===== src/rtl/exc_defs.svh =====
// Offsets, field positions, reset values and vector numbers
`ifndef EXC_DEFS_SVH
`define EXC_DEFS_SVH
`define OFS_STATUS_WORD 8'h00
`define OFS_STACK_PTR 8'h04
`define OFS_VEC_BASE 8'h08
`define OFS_EXT_PRIO 8'h0c
`define OFS_PERIPH_PRIO 8'h10
`define OFS_UNIT_STATE 8'h14
`define MASK_LSB 4
`define MASK_MSB 7
`define RST_STATUS_WORD 32'h0000_00f0
`define RST_STACK_PTR 32'h0000_0000
`define RST_VEC_BASE 32'h0000_0000
`define LVL_NMI 5'h10
`define LVL_FIXED 5'h0f
`define MASK_NMI 4'hf
`define VEC_ILLEGAL 8'h04
`define VEC_SLOT 8'h06
`define VEC_NMI 8'h0b
`define VEC_BREAK 8'h0c
`define VEC_DEBUG 8'h0e
`define VEC_LEVEL_BASE 8'h40
`define VEC_LINE_BASE 8'h50
`define VEC_PERIPH_BASE 8'h60
`define STACK_STEP 32'h0000_0004
`endif


===== src/rtl/exc_pkg.sv =====
// Types shared by the exception unit and its bench
package exc_pkg;
	typedef enum logic [2:0] {
		IDLE, PUSH_SR, PUSH_PC, FETCH_VEC
	} state_t;
	typedef struct packed {
		logic valid;
		logic undefined;
		logic pcWrite;
		logic trap;
		logic inSlot;
		logic [7:0] trapVec;
		logic [31:0] pc;
		logic [31:0] nextPc;
		logic [31:0] slotTarget;
	} dec_t;
	typedef struct packed {
		logic req;
		logic we;
		logic [31:0] addr;
		logic [31:0] wdata;
	} mem_req_t;
	typedef struct packed {
		logic [4:0] level;
		logic [7:0] vector;
		logic hit;
	} win_t;
endpackage : exc_pkg


===== src/rtl/exception_unit.sv =====
// Interrupt arbitration, instruction exceptions and stacking sequencer
// Contract
// RULE1: Priority levels run 0 to 16, higher number wins arbitration.
// RULE2: Non-maskable interrupt is level 16, accepted whatever the mask.
// RULE3: User break and debug requests have fixed level 15.
// RULE4: Encoded level request takes level 1-15 from the encoded pins.
// RULE5: External lines and peripherals get software levels 0-15 only.
// RULE6: Maskable interrupt accepted only if level exceeds mask field.
// RULE7: Among simultaneous requests the highest level is served first.
// RULE8: Accepting an interrupt pushes status word, then program counter.
// RULE9: After stacking, mask takes accepted level; non-maskable writes 15.
// RULE10: Handler address read from the vector table, then jumped to.
// RULE11: Every source owns a distinct vector number and table offset.
// RULE12: Sources: non-maskable, break, debug, 15 levels, 4 lines, peripherals.
// RULE13: Trap pushes status word, then address after the trap.
// RULE14: Trap vector comes from the instruction; jump has no delay slot.
// RULE15: Undefined code in delay slot starts slot exception at decode.
// RULE16: PC-changing instruction in delay slot also starts slot exception.
// RULE17: Slot exception pushes the preceding delayed branch target.
// RULE18: Undefined code elsewhere pushes the undefined code's own address.
// RULE19: Exactly ten instructions count as delayed branches for the slot.
// RULE20: Each push decrements the stack pointer by 4 before writing.
// RULE21: Vector entry is a word at vector base plus four times vector.
// RULE22: Instruction exceptions beat a coinciding interrupt.
//
// Design decisions made here: the register addresses and the APB interface to the registers.
`timescale 1ns/1ps
`include "exc_defs.svh"
module exception_unit #(
	parameter int NPERIPH = 8
) (
	// Clock and reset
	input wire logic core_clk,
	input wire logic reset,
	// APB slave
	input wire logic psel,
	input wire logic penable,
	input wire logic pwrite,
	input wire logic [31:0] paddr,
	input wire logic [31:0] pwdata,
	output logic [31:0] prdata,
	output logic pready,
	output logic pslverr,
	// Interrupt requests
	input wire logic nmiPin,
	input wire logic userBreakReq,
	input wire logic debugInterfaceReq,
	input wire logic [3:0] encodedLevelPins,
	input wire logic [3:0] extLineReq,
	input wire logic [NPERIPH-1:0] periphReq,
	// Decode stage
	input wire exc_pkg::dec_t dec,
	// Memory port for stacking and vector fetch
	output exc_pkg::mem_req_t mem,
	input wire logic memAck,
	input wire logic [31:0] memRdata,
	// Results
	output logic intAck,
	output logic [7:0] ackVector,
	output logic busy,
	output logic redirectValid,
	output logic [31:0] redirectPc,
	output logic [31:0] statusWord
);
	// Peripheral priorities share one 32-bit register
	if (NPERIPH < 1 || NPERIPH > 8) begin : gNperiphCheck
		$error("NPERIPH must be 1 to 8");
	end

	exc_pkg::state_t state_r;
	exc_pkg::mem_req_t mem_r;
	logic [31:0] statusWord_r;
	logic [31:0] stackPtr_r;
	logic [31:0] vecBase_r;
	logic [15:0] extPrio_r;
	logic [31:0] periphPrio_r;
	logic [31:0] retPc_r;
	logic [7:0] vec_r;
	logic [3:0] newMask_r;
	logic isInt_r;
	logic nmiPrev_r;
	logic nmiPend_r;
	logic intAck_r;
	logic [7:0] ackVector_r;
	logic busy_r;
	logic redirectValid_r;
	logic [31:0] redirectPc_r;
	logic [31:0] prdata_r;
	logic pready_r;
	logic pslverr_r;

	// Vector table entry address
	function automatic logic [31:0] vecAddr(
		input logic [31:0] base,
		input logic [7:0] v
	);
		// RULE21: base plus four times
		vecAddr = base + {22'h0, v, 2'b00};
	endfunction : vecAddr

	function automatic logic [7:0] addVec(
		input logic [7:0] base,
		input int idx
	);
		addVec = base + 8'(idx);
	endfunction : addVec

	// Arbitration over all maskable sources
	exc_pkg::win_t win;
	logic [3:0] mask;
	logic nmiTake;
	logic intTake;
	logic instrExc;
	logic [7:0] instrVec;
	logic [31:0] instrRet;
	logic apbWr;
	logic apbRd;
	logic [31:0] unitState;

	assign mask = statusWord_r[`MASK_MSB:`MASK_LSB];

	always_comb begin
		win = '0;
		// RULE3: break and debug fixed at 15
		if (userBreakReq) begin
			win = '{level: `LVL_FIXED, vector: `VEC_BREAK, hit: 1'b1};
		end else if (debugInterfaceReq) begin
			win = '{level: `LVL_FIXED, vector: `VEC_DEBUG, hit: 1'b1};
		end
		// RULE4: level straight from pins
		if (encodedLevelPins != 4'h0 &&
		    {1'b0, encodedLevelPins} > win.level) begin
			win.level = {1'b0, encodedLevelPins};
			// RULE11: one vector per level
			win.vector = addVec(`VEC_LEVEL_BASE,
			    int'(encodedLevelPins));
			win.hit = 1'b1;
		end
		// RULE12: four external lines
		for (int i = 0; i < 4; i++) begin
			// RULE1: larger level wins
			if (extLineReq[i] &&
			    (!win.hit || {1'b0, extPrio_r[i*4 +: 4]} > win.level)) begin
				win.level = {1'b0, extPrio_r[i*4 +: 4]};
				win.vector = addVec(`VEC_LINE_BASE, i);
				win.hit = 1'b1;
			end
		end
		for (int i = 0; i < NPERIPH; i++) begin
			if (periphReq[i] &&
			    (!win.hit ||
			     {1'b0, periphPrio_r[i*4 +: 4]} > win.level)) begin
				win.level = {1'b0, periphPrio_r[i*4 +: 4]};
				win.vector = addVec(`VEC_PERIPH_BASE, i);
				win.hit = 1'b1;
			end
		end
	end

	always_comb begin
		// RULE19: slot flag marks the ten delayed branches
		// RULE15: undefined code in slot
		// RULE16: PC writer in slot
		instrExc = dec.valid &&
		    (dec.trap || dec.undefined || (dec.inSlot && dec.pcWrite));
		instrVec = `VEC_ILLEGAL;
		instrRet = dec.pc;
		if (dec.inSlot && (dec.undefined || dec.pcWrite)) begin
			instrVec = `VEC_SLOT;
			// RULE17: push delayed branch target
			instrRet = dec.slotTarget;
		end else if (dec.undefined) begin
			// RULE18: own start address
			instrVec = `VEC_ILLEGAL;
			instrRet = dec.pc;
		end else if (dec.trap) begin
			// RULE13: address after the trap
			instrVec = dec.trapVec;
			instrRet = dec.nextPc;
		end
	end

	// Interrupts wait for an instruction boundary outside a slot
	// RULE2: non-maskable ignores mask
	assign nmiTake = nmiPend_r && dec.valid && !dec.inSlot;
	// RULE6: strictly above mask
	// RULE7: winner of arbitration goes first
	assign intTake = win.hit && win.level > {1'b0, mask} &&
	    dec.valid && !dec.inSlot;

	// Edge of the non-maskable pin is held until serviced
	always_ff @(posedge core_clk) begin
		if (reset) begin
			nmiPrev_r <= 1'b0;
			nmiPend_r <= 1'b0;
		end else begin
			nmiPrev_r <= nmiPin;
			// New edge wins over service clear
			if (nmiPin && !nmiPrev_r) begin
				nmiPend_r <= 1'b1;
			end else if (state_r == exc_pkg::IDLE && !instrExc &&
			    nmiTake) begin
				nmiPend_r <= 1'b0;
			end
		end
	end

	assign apbWr = psel && penable && pwrite && pready_r;
	assign apbRd = psel && penable && !pready_r;

	// Sequencer with stacking and vector fetch
	always_ff @(posedge core_clk) begin
		if (reset) begin
			state_r <= exc_pkg::IDLE;
			mem_r <= '0;
			retPc_r <= 32'h0;
			vec_r <= 8'h0;
			newMask_r <= 4'h0;
			isInt_r <= 1'b0;
			intAck_r <= 1'b0;
			ackVector_r <= 8'h0;
			redirectValid_r <= 1'b0;
			redirectPc_r <= 32'h0;
			busy_r <= 1'b0;
		end else begin
			intAck_r <= 1'b0;
			redirectValid_r <= 1'b0;
			case (state_r)
				exc_pkg::IDLE: begin
					// RULE22: instruction exception first
					if (instrExc || nmiTake || intTake) begin
						state_r <= exc_pkg::PUSH_SR;
						busy_r <= 1'b1;
						// RULE8: status word first
						// RULE20: decrement before write
						mem_r <= '{req: 1'b1, we: 1'b1,
						    addr: stackPtr_r - `STACK_STEP,
						    wdata: statusWord_r};
						if (instrExc) begin
							isInt_r <= 1'b0;
							vec_r <= instrVec;
							retPc_r <= instrRet;
						end else begin
							isInt_r <= 1'b1;
							retPc_r <= dec.pc;
							intAck_r <= 1'b1;
							if (nmiTake) begin
								vec_r <= `VEC_NMI;
								ackVector_r <= `VEC_NMI;
								newMask_r <= `MASK_NMI;
							end else begin
								vec_r <= win.vector;
								ackVector_r <= win.vector;
								newMask_r <= win.level[3:0];
							end
						end
					end
				end
				exc_pkg::PUSH_SR: begin
					if (memAck) begin
						state_r <= exc_pkg::PUSH_PC;
						// RULE20: second decrement
						mem_r.addr <= stackPtr_r - `STACK_STEP;
						mem_r.wdata <= retPc_r;
					end
				end
				exc_pkg::PUSH_PC: begin
					if (memAck) begin
						state_r <= exc_pkg::FETCH_VEC;
						mem_r.we <= 1'b0;
						mem_r.wdata <= 32'h0;
						// RULE10: read table entry
						// RULE14: trap vector from instruction
						mem_r.addr <= vecAddr(vecBase_r, vec_r);
					end
				end
				exc_pkg::FETCH_VEC: begin
					if (memAck) begin
						state_r <= exc_pkg::IDLE;
						mem_r <= '0;
						busy_r <= 1'b0;
						// RULE14: immediate jump, no slot
						redirectValid_r <= 1'b1;
						redirectPc_r <= memRdata;
					end
				end
				default: begin
					state_r <= exc_pkg::IDLE;
					mem_r <= '0;
					busy_r <= 1'b0;
				end
			endcase
		end
	end

	// Status word and stack pointer; hardware update wins over software
	always_ff @(posedge core_clk) begin
		if (reset) begin
			statusWord_r <= `RST_STATUS_WORD;
			stackPtr_r <= `RST_STACK_PTR;
		end else begin
			if (apbWr && paddr[7:0] == `OFS_STATUS_WORD) begin
				statusWord_r <= pwdata;
			end
			if (apbWr && paddr[7:0] == `OFS_STACK_PTR) begin
				stackPtr_r <= pwdata;
			end
			// RULE20: each push moves the pointer
			if (state_r == exc_pkg::IDLE &&
			    (instrExc || nmiTake || intTake)) begin
				stackPtr_r <= stackPtr_r - `STACK_STEP;
			end else if (state_r == exc_pkg::PUSH_SR && memAck) begin
				stackPtr_r <= stackPtr_r - `STACK_STEP;
			end
			// RULE9: mask written after stacking
			if (state_r == exc_pkg::PUSH_PC && memAck && isInt_r) begin
				statusWord_r[`MASK_MSB:`MASK_LSB] <= newMask_r;
			end
		end
	end

	// Programmable priorities, four bits each so level 16 cannot occur
	always_ff @(posedge core_clk) begin
		if (reset) begin
			vecBase_r <= `RST_VEC_BASE;
			extPrio_r <= 16'h0;
			periphPrio_r <= 32'h0;
		end else if (apbWr) begin
			case (paddr[7:0])
				`OFS_VEC_BASE: vecBase_r <= pwdata;
				// RULE5: only 0 to 15 storable
				`OFS_EXT_PRIO: extPrio_r <= pwdata[15:0];
				`OFS_PERIPH_PRIO: periphPrio_r <= pwdata;
				default: begin
				end
			endcase
		end
	end

	// Four states fit the two-bit state field
	assign unitState = {8'h0, ackVector_r, 7'h0, nmiPend_r,
	    mask, 1'b0, busy_r, state_r[1:0]};

	// APB answer one cycle into the access phase
	always_ff @(posedge core_clk) begin
		if (reset) begin
			pready_r <= 1'b0;
			pslverr_r <= 1'b0;
			prdata_r <= 32'h0;
		end else begin
			pready_r <= apbRd;
			pslverr_r <= 1'b0;
			if (apbRd) begin
				prdata_r <= 32'h0;
				if (paddr[31:8] != 24'h0 || paddr[1:0] != 2'b00) begin
					pslverr_r <= 1'b1;
				end else begin
					case (paddr[7:0])
						`OFS_STATUS_WORD: prdata_r <= statusWord_r;
						`OFS_STACK_PTR: prdata_r <= stackPtr_r;
						`OFS_VEC_BASE: prdata_r <= vecBase_r;
						`OFS_EXT_PRIO: prdata_r <= {16'h0, extPrio_r};
						`OFS_PERIPH_PRIO: prdata_r <= periphPrio_r;
						`OFS_UNIT_STATE: prdata_r <= unitState;
						default: pslverr_r <= 1'b1;
					endcase
				end
			end
		end
	end

	assign prdata = prdata_r;
	assign pready = pready_r;
	assign pslverr = pslverr_r;
	assign mem = mem_r;
	assign intAck = intAck_r;
	assign ackVector = ackVector_r;
	assign busy = busy_r;
	assign redirectValid = redirectValid_r;
	assign redirectPc = redirectPc_r;
	assign statusWord = statusWord_r;
endmodule : exception_unit


===== config.mk =====
export PLATFORM = sky130hd
export DESIGN_NAME = exception_unit
export DESIGN_NICKNAME = d
export VERILOG_FILES = /design/src/rtl/exc_pkg.sv /design/src/rtl/exception_unit.sv
export VERILOG_INCLUDE_DIRS = /design/src /design/src/rtl
export SDC_FILE = /design/constraint.sdc
export NUM_CORES = 1
export LEC_CHECK = 0
export ABC_AREA = 1
export BUFFER_PORTS_ARGS = -buffer_cell sky130_fd_sc_hd__buf_2
export CAP_MARGIN = 0
export CELL_PAD_IN_SITES_DETAIL_PLACEMENT = 0
export CELL_PAD_IN_SITES_GLOBAL_PLACEMENT = 1
export CORE_UTILIZATION = 40
export DETAILED_ROUTE_END_ITERATION = 8
export PLACE_DENSITY_LB_ADDON = 0.2
export RECOVER_POWER = 25
export SETUP_SLACK_MARGIN = 0.1
export SYNTH_ARGS = -nofsm -noshare
export SYNTH_HDL_FRONTEND = slang
export SYNTH_SLANG_ARGS = --single-unit

===== constraint.sdc =====
create_clock -name core_clk -period 49.6 [get_ports core_clk]
set_clock_uncertainty 0.05 [all_clocks]
set_input_delay 12.4 -clock core_clk [delete_from_list [all_inputs] [get_ports core_clk]]
set_output_delay 12.4 -clock core_clk [all_outputs]
set_load 0.1 [all_outputs]

### Word-level counts from Yosys, hierarchy flattened

Cells that the tools add are included.

| storage, ports and cells | value |
|---|---|
| output and inout port bits | 175 |
| word-level logic and storage cells | 204 |
| bits of input ports | 230 |
| bits in registers | 337 |

| cells by class | value |
|---|---|
| mux-type cells | 53 |
| add/sub/neg operators | 3 |
| equal/unequal tests | 12 |
| reduce and logical (&&, ||, !) cells | 90 |
| bitwise logic cells | 7 |
| order comparisons | 14 |

Operators with widths:

| operator | number |
|---|---|
| two-way mux 32 bit | 8 |
| case mux 64 bit (4 select lines) | 1 |
| case mux 32 bit (6 select lines) | 1 |
| two-way mux 14 bit | 13 |
| two-way mux 66 bit | 2 |
| greater-than comparator 4 x 5 -> 1 bit | 13 |
| two-way mux 65 bit | 1 |
| two-way mux 64 bit | 1 |
| two-way mux 8 bit | 6 |
| logical AND 1 bit | 34 |
| adder 32 x 10 -> 32 bit | 1 |
| subtractor 32 x 3 -> 32 bit (second input constant) | 1 |
| two-way mux 13 bit | 2 |
| nonzero test 24 bit | 1 |
| logical OR 1 bit | 18 |
| equality test 8 x 4 -> 1 bit (second input constant) | 2 |
| equality test 8 x 5 -> 1 bit (second input constant) | 2 |
| logical NOT 1 bit | 16 |
| two-way mux 3 bit | 4 |
| case mux 3 bit (4 select lines) | 1 |
| AND reduction 2 bit | 5 |
| adder 7 x 4 -> 8 bit (first input constant) | 1 |
| equality test 8 x 3 -> 1 bit (second input constant) | 1 |
| logical NOT 8 bit | 1 |
| 18 further kinds | 43 |

### Depth between registers and ports, before layout

| logic depth | value |
|---|---|
| depth in word-level cells | 60 |
| gate-level depth with buffers | 146 |
| depth with buffers taken out | 146 |

### Worst setup path before layout

No wires, ideal clock.

| path | value |
|---|---|
| kind | input to register |
| start point | in userBreakReq |
| end point | reg retPc_r[0] |
| library setup time | 0.138 ns |
| arrival | 28.128 ns |
| stages | 135 |
| data required time | 49.412 ns |
| slack | 21.285 ns |
| cells stage by stage | nor2_1 -> inv_1 -> ha_1 -> nand3b_1 -> nand2_1 -> nand2_1 -> o21ai_0 -> inv_1 -> ha_1 -> nand4_1 -> nand2_1 -> nand2_1 -> nand2_1 -> nand2_1 -> nand2_1 -> ha_1 -> nand2_1 -> o21ai_0 -> [99 not listed] -> o21ai_0 -> o21ai_0 -> o21ai_0 -> nand2_1 -> inv_1 -> nand2_1 -> nand2_1 -> ha_1 -> inv_1 -> nor2_1 -> o211ai_1 -> a21oi_1 -> nand3_2 -> nand3_2 -> nand2_4 -> nor2_1 -> clkbuf_1 -> a211oi_1 |

| between the ends | value |
|---|---|
| longest elaborated chain between the ends | 58 |

RTL lines:

| element | line | source |
|---|---|---|
| start, declared | exception_unit.sv:46 | `input wire logic userBreakReq,` |
| two-way mux 13 bit * | exception_unit.sv:125 | `if (userBreakReq) begin` |
| greater-than comparator 4 x 5 -> 1 bit | exception_unit.sv:132 | `{1'b0, encodedLevelPins} > win.level) begin` |
| logical AND 1 bit | exception_unit.sv:131 | `if (encodedLevelPins != 4'h0 &&` |
| two-way mux 14 bit * | exception_unit.sv:131 |  |
| greater-than comparator 4 x 5 -> 1 bit or logical NOT 1 bit (tied branches) | exception_unit.sv:143 | `(!win.hit \|\| {1'b0, extPrio_r[i*4 +: 4]} > win.level)) begin` |
| logical OR 1 bit | exception_unit.sv:143 |  |
| logical AND 1 bit | exception_unit.sv:142 | `if (extLineReq[i] &&` |
| two-way mux 14 bit * | exception_unit.sv:142 |  |
| [41 not listed] | n/a |  |
| logical OR 1 bit | exception_unit.sv:151 | `(!win.hit \|\|` |
| logical AND 1 bit | exception_unit.sv:150 | `if (periphReq[i] &&` |
| two-way mux 14 bit * | exception_unit.sv:150 |  |
| greater-than comparator 5 x 4 -> 1 bit | exception_unit.sv:188 | `assign intTake = win.hit && win.level > {1'b0, mask} &&` |
| logical AND 1 bit * (2 in series) | exception_unit.sv:188 |  |
| logical AND 1 bit * | exception_unit.sv:189 | `dec.valid && !dec.inSlot;` |
| logical OR 1 bit * | exception_unit.sv:231 | `if (instrExc \|\| nmiTake \|\| intTake) begin` |
| AND reduction 2 bit (no line) * | n/a |  |
| end signal, assigned | exception_unit.sv:242 | `retPc_r <= instrRet;` |
| end signal, assigned | exception_unit.sv:245 | `retPc_r <= dec.pc;` |
| end, declared | exception_unit.sv:77 | `logic [31:0] retPc_r;` |

Mark *: on every way between the ends. The rest lies on a longest branch, timed or not.
A chain may end at the register's enable or synchronous reset.

### Worst setup path in the final report

| path | value |
|---|---|
| start point | in userBreakReq |
| end point | reg stackPtr_r[14] |

| between the ends | value |
|---|---|
| longest elaborated chain between the ends | 59 |

RTL lines:

| element | line | source |
|---|---|---|
| two-way mux 13 bit * | exception_unit.sv:125 |  |
| greater-than comparator 4 x 5 -> 1 bit | exception_unit.sv:132 |  |
| logical AND 1 bit | exception_unit.sv:131 |  |
| two-way mux 14 bit * | exception_unit.sv:131 |  |
| greater-than comparator 4 x 5 -> 1 bit or logical NOT 1 bit (tied branches) | exception_unit.sv:143 |  |
| logical OR 1 bit | exception_unit.sv:143 |  |
| logical AND 1 bit | exception_unit.sv:142 |  |
| two-way mux 14 bit * | exception_unit.sv:142 |  |
| [42 not listed] | n/a |  |
| logical AND 1 bit | exception_unit.sv:150 |  |
| two-way mux 14 bit * | exception_unit.sv:150 |  |
| greater-than comparator 5 x 4 -> 1 bit | exception_unit.sv:188 |  |
| logical AND 1 bit * (2 in series) | exception_unit.sv:188 |  |
| logical AND 1 bit * | exception_unit.sv:189 |  |
| logical OR 1 bit * | exception_unit.sv:310 | `(instrExc \|\| nmiTake \|\| intTake)) begin` |
| logical AND 1 bit * | exception_unit.sv:309 | `if (state_r == exc_pkg::IDLE &&` |
| nonzero test 3 bit (no line) or two-way mux 32 bit (tied branches) | n/a |  |
| end signal, assigned | exception_unit.sv:306 | `stackPtr_r <= pwdata;` |
| end signal, assigned | exception_unit.sv:311 | `` stackPtr_r <= stackPtr_r - `STACK_STEP; `` |
| end signal, assigned | exception_unit.sv:313 | `` stackPtr_r <= stackPtr_r - `STACK_STEP; `` |
| end, declared | exception_unit.sv:73 | `logic [31:0] stackPtr_r;` |

Marks and branches as above.

==> results.cfg <==
[pwr]
p_leak_nw = 9.100
peakVddDrop_mv = 0.04215
powerDensity_nw_per_um2 = 50.24

[die]
start_util = 0.4054
io-pin-count = 405
dieArea_um2 = 45670
rows = 77
die_h_um = 213.7
die_w_um = 213.7
core_um2 = 44220

[grt]
grt_pass1_vias = 18010
grt_max_degree = 130
grt.total_usage = 0.3354
grt_overflow = 0
antenna_found_initial = 11
grt_first_pass_wirelength_mm = 112.8

[logic_synthesis]
syn_area_um2 = 17930
synth_warnings = 0
syn_nets = 2918
yosysSeqAreaShare = 0.3729
syn_inst = 2621
yosys-top-cells-area = dfxtp_1, nand2_1, o21ai_0
ys.flop_type = dfxtp_1
ys_types = 50
synth_top_family_by_area = compound AO/OA/AOI/OAI gates
synth_fa_ha_area_frac = 0.04718
synth.avg_cell_area_um2 = 6.840
yosys.area_share.xor_xnor = 0.01417
synth-simple-area-share = 0.2374
synth-compound-area-share = 0.2435
ys_seq_elements = 334
synth_edf_count = 0
synth_mux_area_frac = 0
synth_top_area_cell = dfxtp_1
synthArstFlopShare = 0
netlist.area_leader.share = 0.3729

[setup_path]
critical_path.max_stage_delay_ns = 0.49
reg2reg_depth = 133
worstSetupStartpointType = input port
crit_path_end_kind = flop
crit_type = input port to flop
r2r-end = stackPtr_r[14]
reg2reg_from = extPrio_r[2]
crit_required_ns = 49.85
crit_fanout = 25
r2r_setup_slack_ns = 31.36
arrival_ns = 31.46
critPathSlowestCell = nor2_8
crit_start = userBreakReq
crit_end = stackPtr_r[14]
cpMostUsedCell = nand2_1

[status]
status = finished with violations
violations = max-capacitance violations, max-slew violations

[route]
ant_nets = 0
viasPerCell = 5.515
first_iter_violations = 1790
drt_wl_total_mm = 78.24
drt-pass1-iter-count = 6
routedWlPerCell_um = 21.90
route.detailed.drc = 0
num_vias = 19710

[clock_tree]
cts_made_buffers = 39
postCtsSetupRepairBufs = 0
cts.sinks = 334
clock_latency_ns = 0.56
cts_hold_buf = 0
cts_resized = 0
clock-root-buffer = clkbuf_16
clk_pin_slew_ns = 0.06
cts_htree_levels = 2
clock_path_buffers = 3
cts_tree = built

[timing]
hold_violations = 0
fin_crit_sh = 0.6292
setup_ws_ns = 18.39
rsz0062_at_grt = false
fin_tns_setup_ns = 0
maxSlewHeadroom = -1.570
min_period_ns = 31.21
maxSlewViolCount = 229
setup_viol = 0
tightest_slew_ns = 3.834
max_freq_mhz = 32.04

[cells_and_area]
nets = 3245
drive_above_1_share = 0.1471
area_growth_pct = 20.06

[placed_design]
gp_congestion = 0.9655
place_worst_setup_slack_ns = 18.11
hpwl_mm = 60.42
portBuffers = 403

[hold_path]
hp-class = flop to flop

[run]
cap_violations = 3
[state kept, by name (all words and copies together), names as in the netlist, 16 cells and up]
name / count
retPc_r: 32
mem: 66
prdata: 32
extPrio_r: 16
statusWord: 32
periphPrio_r: 32
redirectPc: 32
vecBase_r: 32
stackPtr_r: 32
[power by group]
part	internal [mW]	switching, mW
Clock	0.189	0.122
Sequential	0.305	0.0298
Combinational	0.0983	0.337
[kinds of logic after synthesis]
| family | after synthesis |
|---|---|
| xor gates and xnor gates | 29 |
| DFF | 334 |
| adders and majority gates | 67 |
| other | 1 |
| and+or+nand+nor | 1017 |
| buffers and inverters | 379 |
| AOI/OAI and AO/OA | 794 |
[stage by stage]
stage | instance area (um^2) | util | cells | hold slack (ns) | total power, mW
floorplan | 17930 | - | 2621 | 0.3498 | 0.6643
global route | 21520 | 0.4866 | 3570 | 0.4074 | 1.133
detailed placement | 20270 | 0.4584 | 3499 | 0.3762 | 0.7729
global placement | 20270 | 0.4584 | 3499 | 0.3520 | 0.7689
CTS | 21640 | 0.4894 | 3569 | 0.4087 | 1.083
finish | 21530 | 0.4868 | 3573 | 0.4030 | 1.081
[worst min path at each step]
| stage | start | to | slack, ns | cells after the start |
|---|---|---|---|---|
| 2_1_floorplan | nmiPrev_r | nmiPend_r | 0.35 | 1 |
| 3_3_place_gp | nmiPrev_r | nmiPend_r | 0.35 | 1 |
| 3_5_place_dp | nmiPrev_r | nmiPend_r | 0.38 | 1 |
| 4_1_cts | nmiPrev_r | nmiPend_r | 0.41 | 1 |
| 5_1_grt | nmiPrev_r | nmiPend_r | 0.41 | 1 |
| 6_report | nmiPrev_r | nmiPend_r | 0.40 | 1 |
[cells in the final DEF (no fill, tap or decap), types with 37 or more instances in the layout]
| master | netlist | routed |
|---|---|---|
| clkbuf_1 | 106 | 99 |
| o22ai_1 | 37 | 37 |
| a21oi_1 | 290 | 290 |
| inv_1 | 230 | 229 |
| nand2_1 | 541 | 541 |
| o21ai_0 | 335 | 335 |
| ha_1 | 66 | 66 |
| nand3_1 | 86 | 85 |
| clkbuf_16 | 0 | 39 |
| nor2_1 | 277 | 273 |
| buf_2 | 15 | 310 |
| dfxtp_1 | 334 | 334 |
[routing by layer]
| metal | vias to the layer above | track usage | part of all wire |
|---|---|---|---|
| li1 | 9473 | - | - |
| met1 | 9163 | 0.4272 | 0.41 |
| met2 | 921 | 0.5397 | 0.45 |
| met3 | 146 | 0.08846 | 0.099 |
| met4 | 2 | 0.1296 | 0.038 |
| met5 | - | 0 | 0.00017 |
[cells in the mapped netlist (20+ instances only)]
cell and count:
a211oi_1 33, a21oi_1 290, and2_1 23, clkbuf_1 106
dfxtp_1 334, ha_1 66, inv_1 230, nand2_1 541
nand3_1 86, nand4_1 20, nor2_1 277, nor3_1 21
o21ai_0 335, o22ai_1 37, xor2_1 25
[critical path, delay by kind of cell]
kind / cells / cell delay, ns
buf+inv: 23 / 2.30
simple gates: 66 / 8.26
compound gates: 37 / 4.65
fa+ha+maj: 14 / 3.81
[cell type report]
cell class,instances,area [um^2]
tap,592,740.7
sequential,334,6686
clock buffer,56,1160
fill,4654,22700
clock inverter,14,211.5
timing repair buffer,424,2054
inverter,241,905.9
multi-input combinational,1908,9757
antenna,4,10.01
Note: power is estimated with default switching activity, not from simulation.
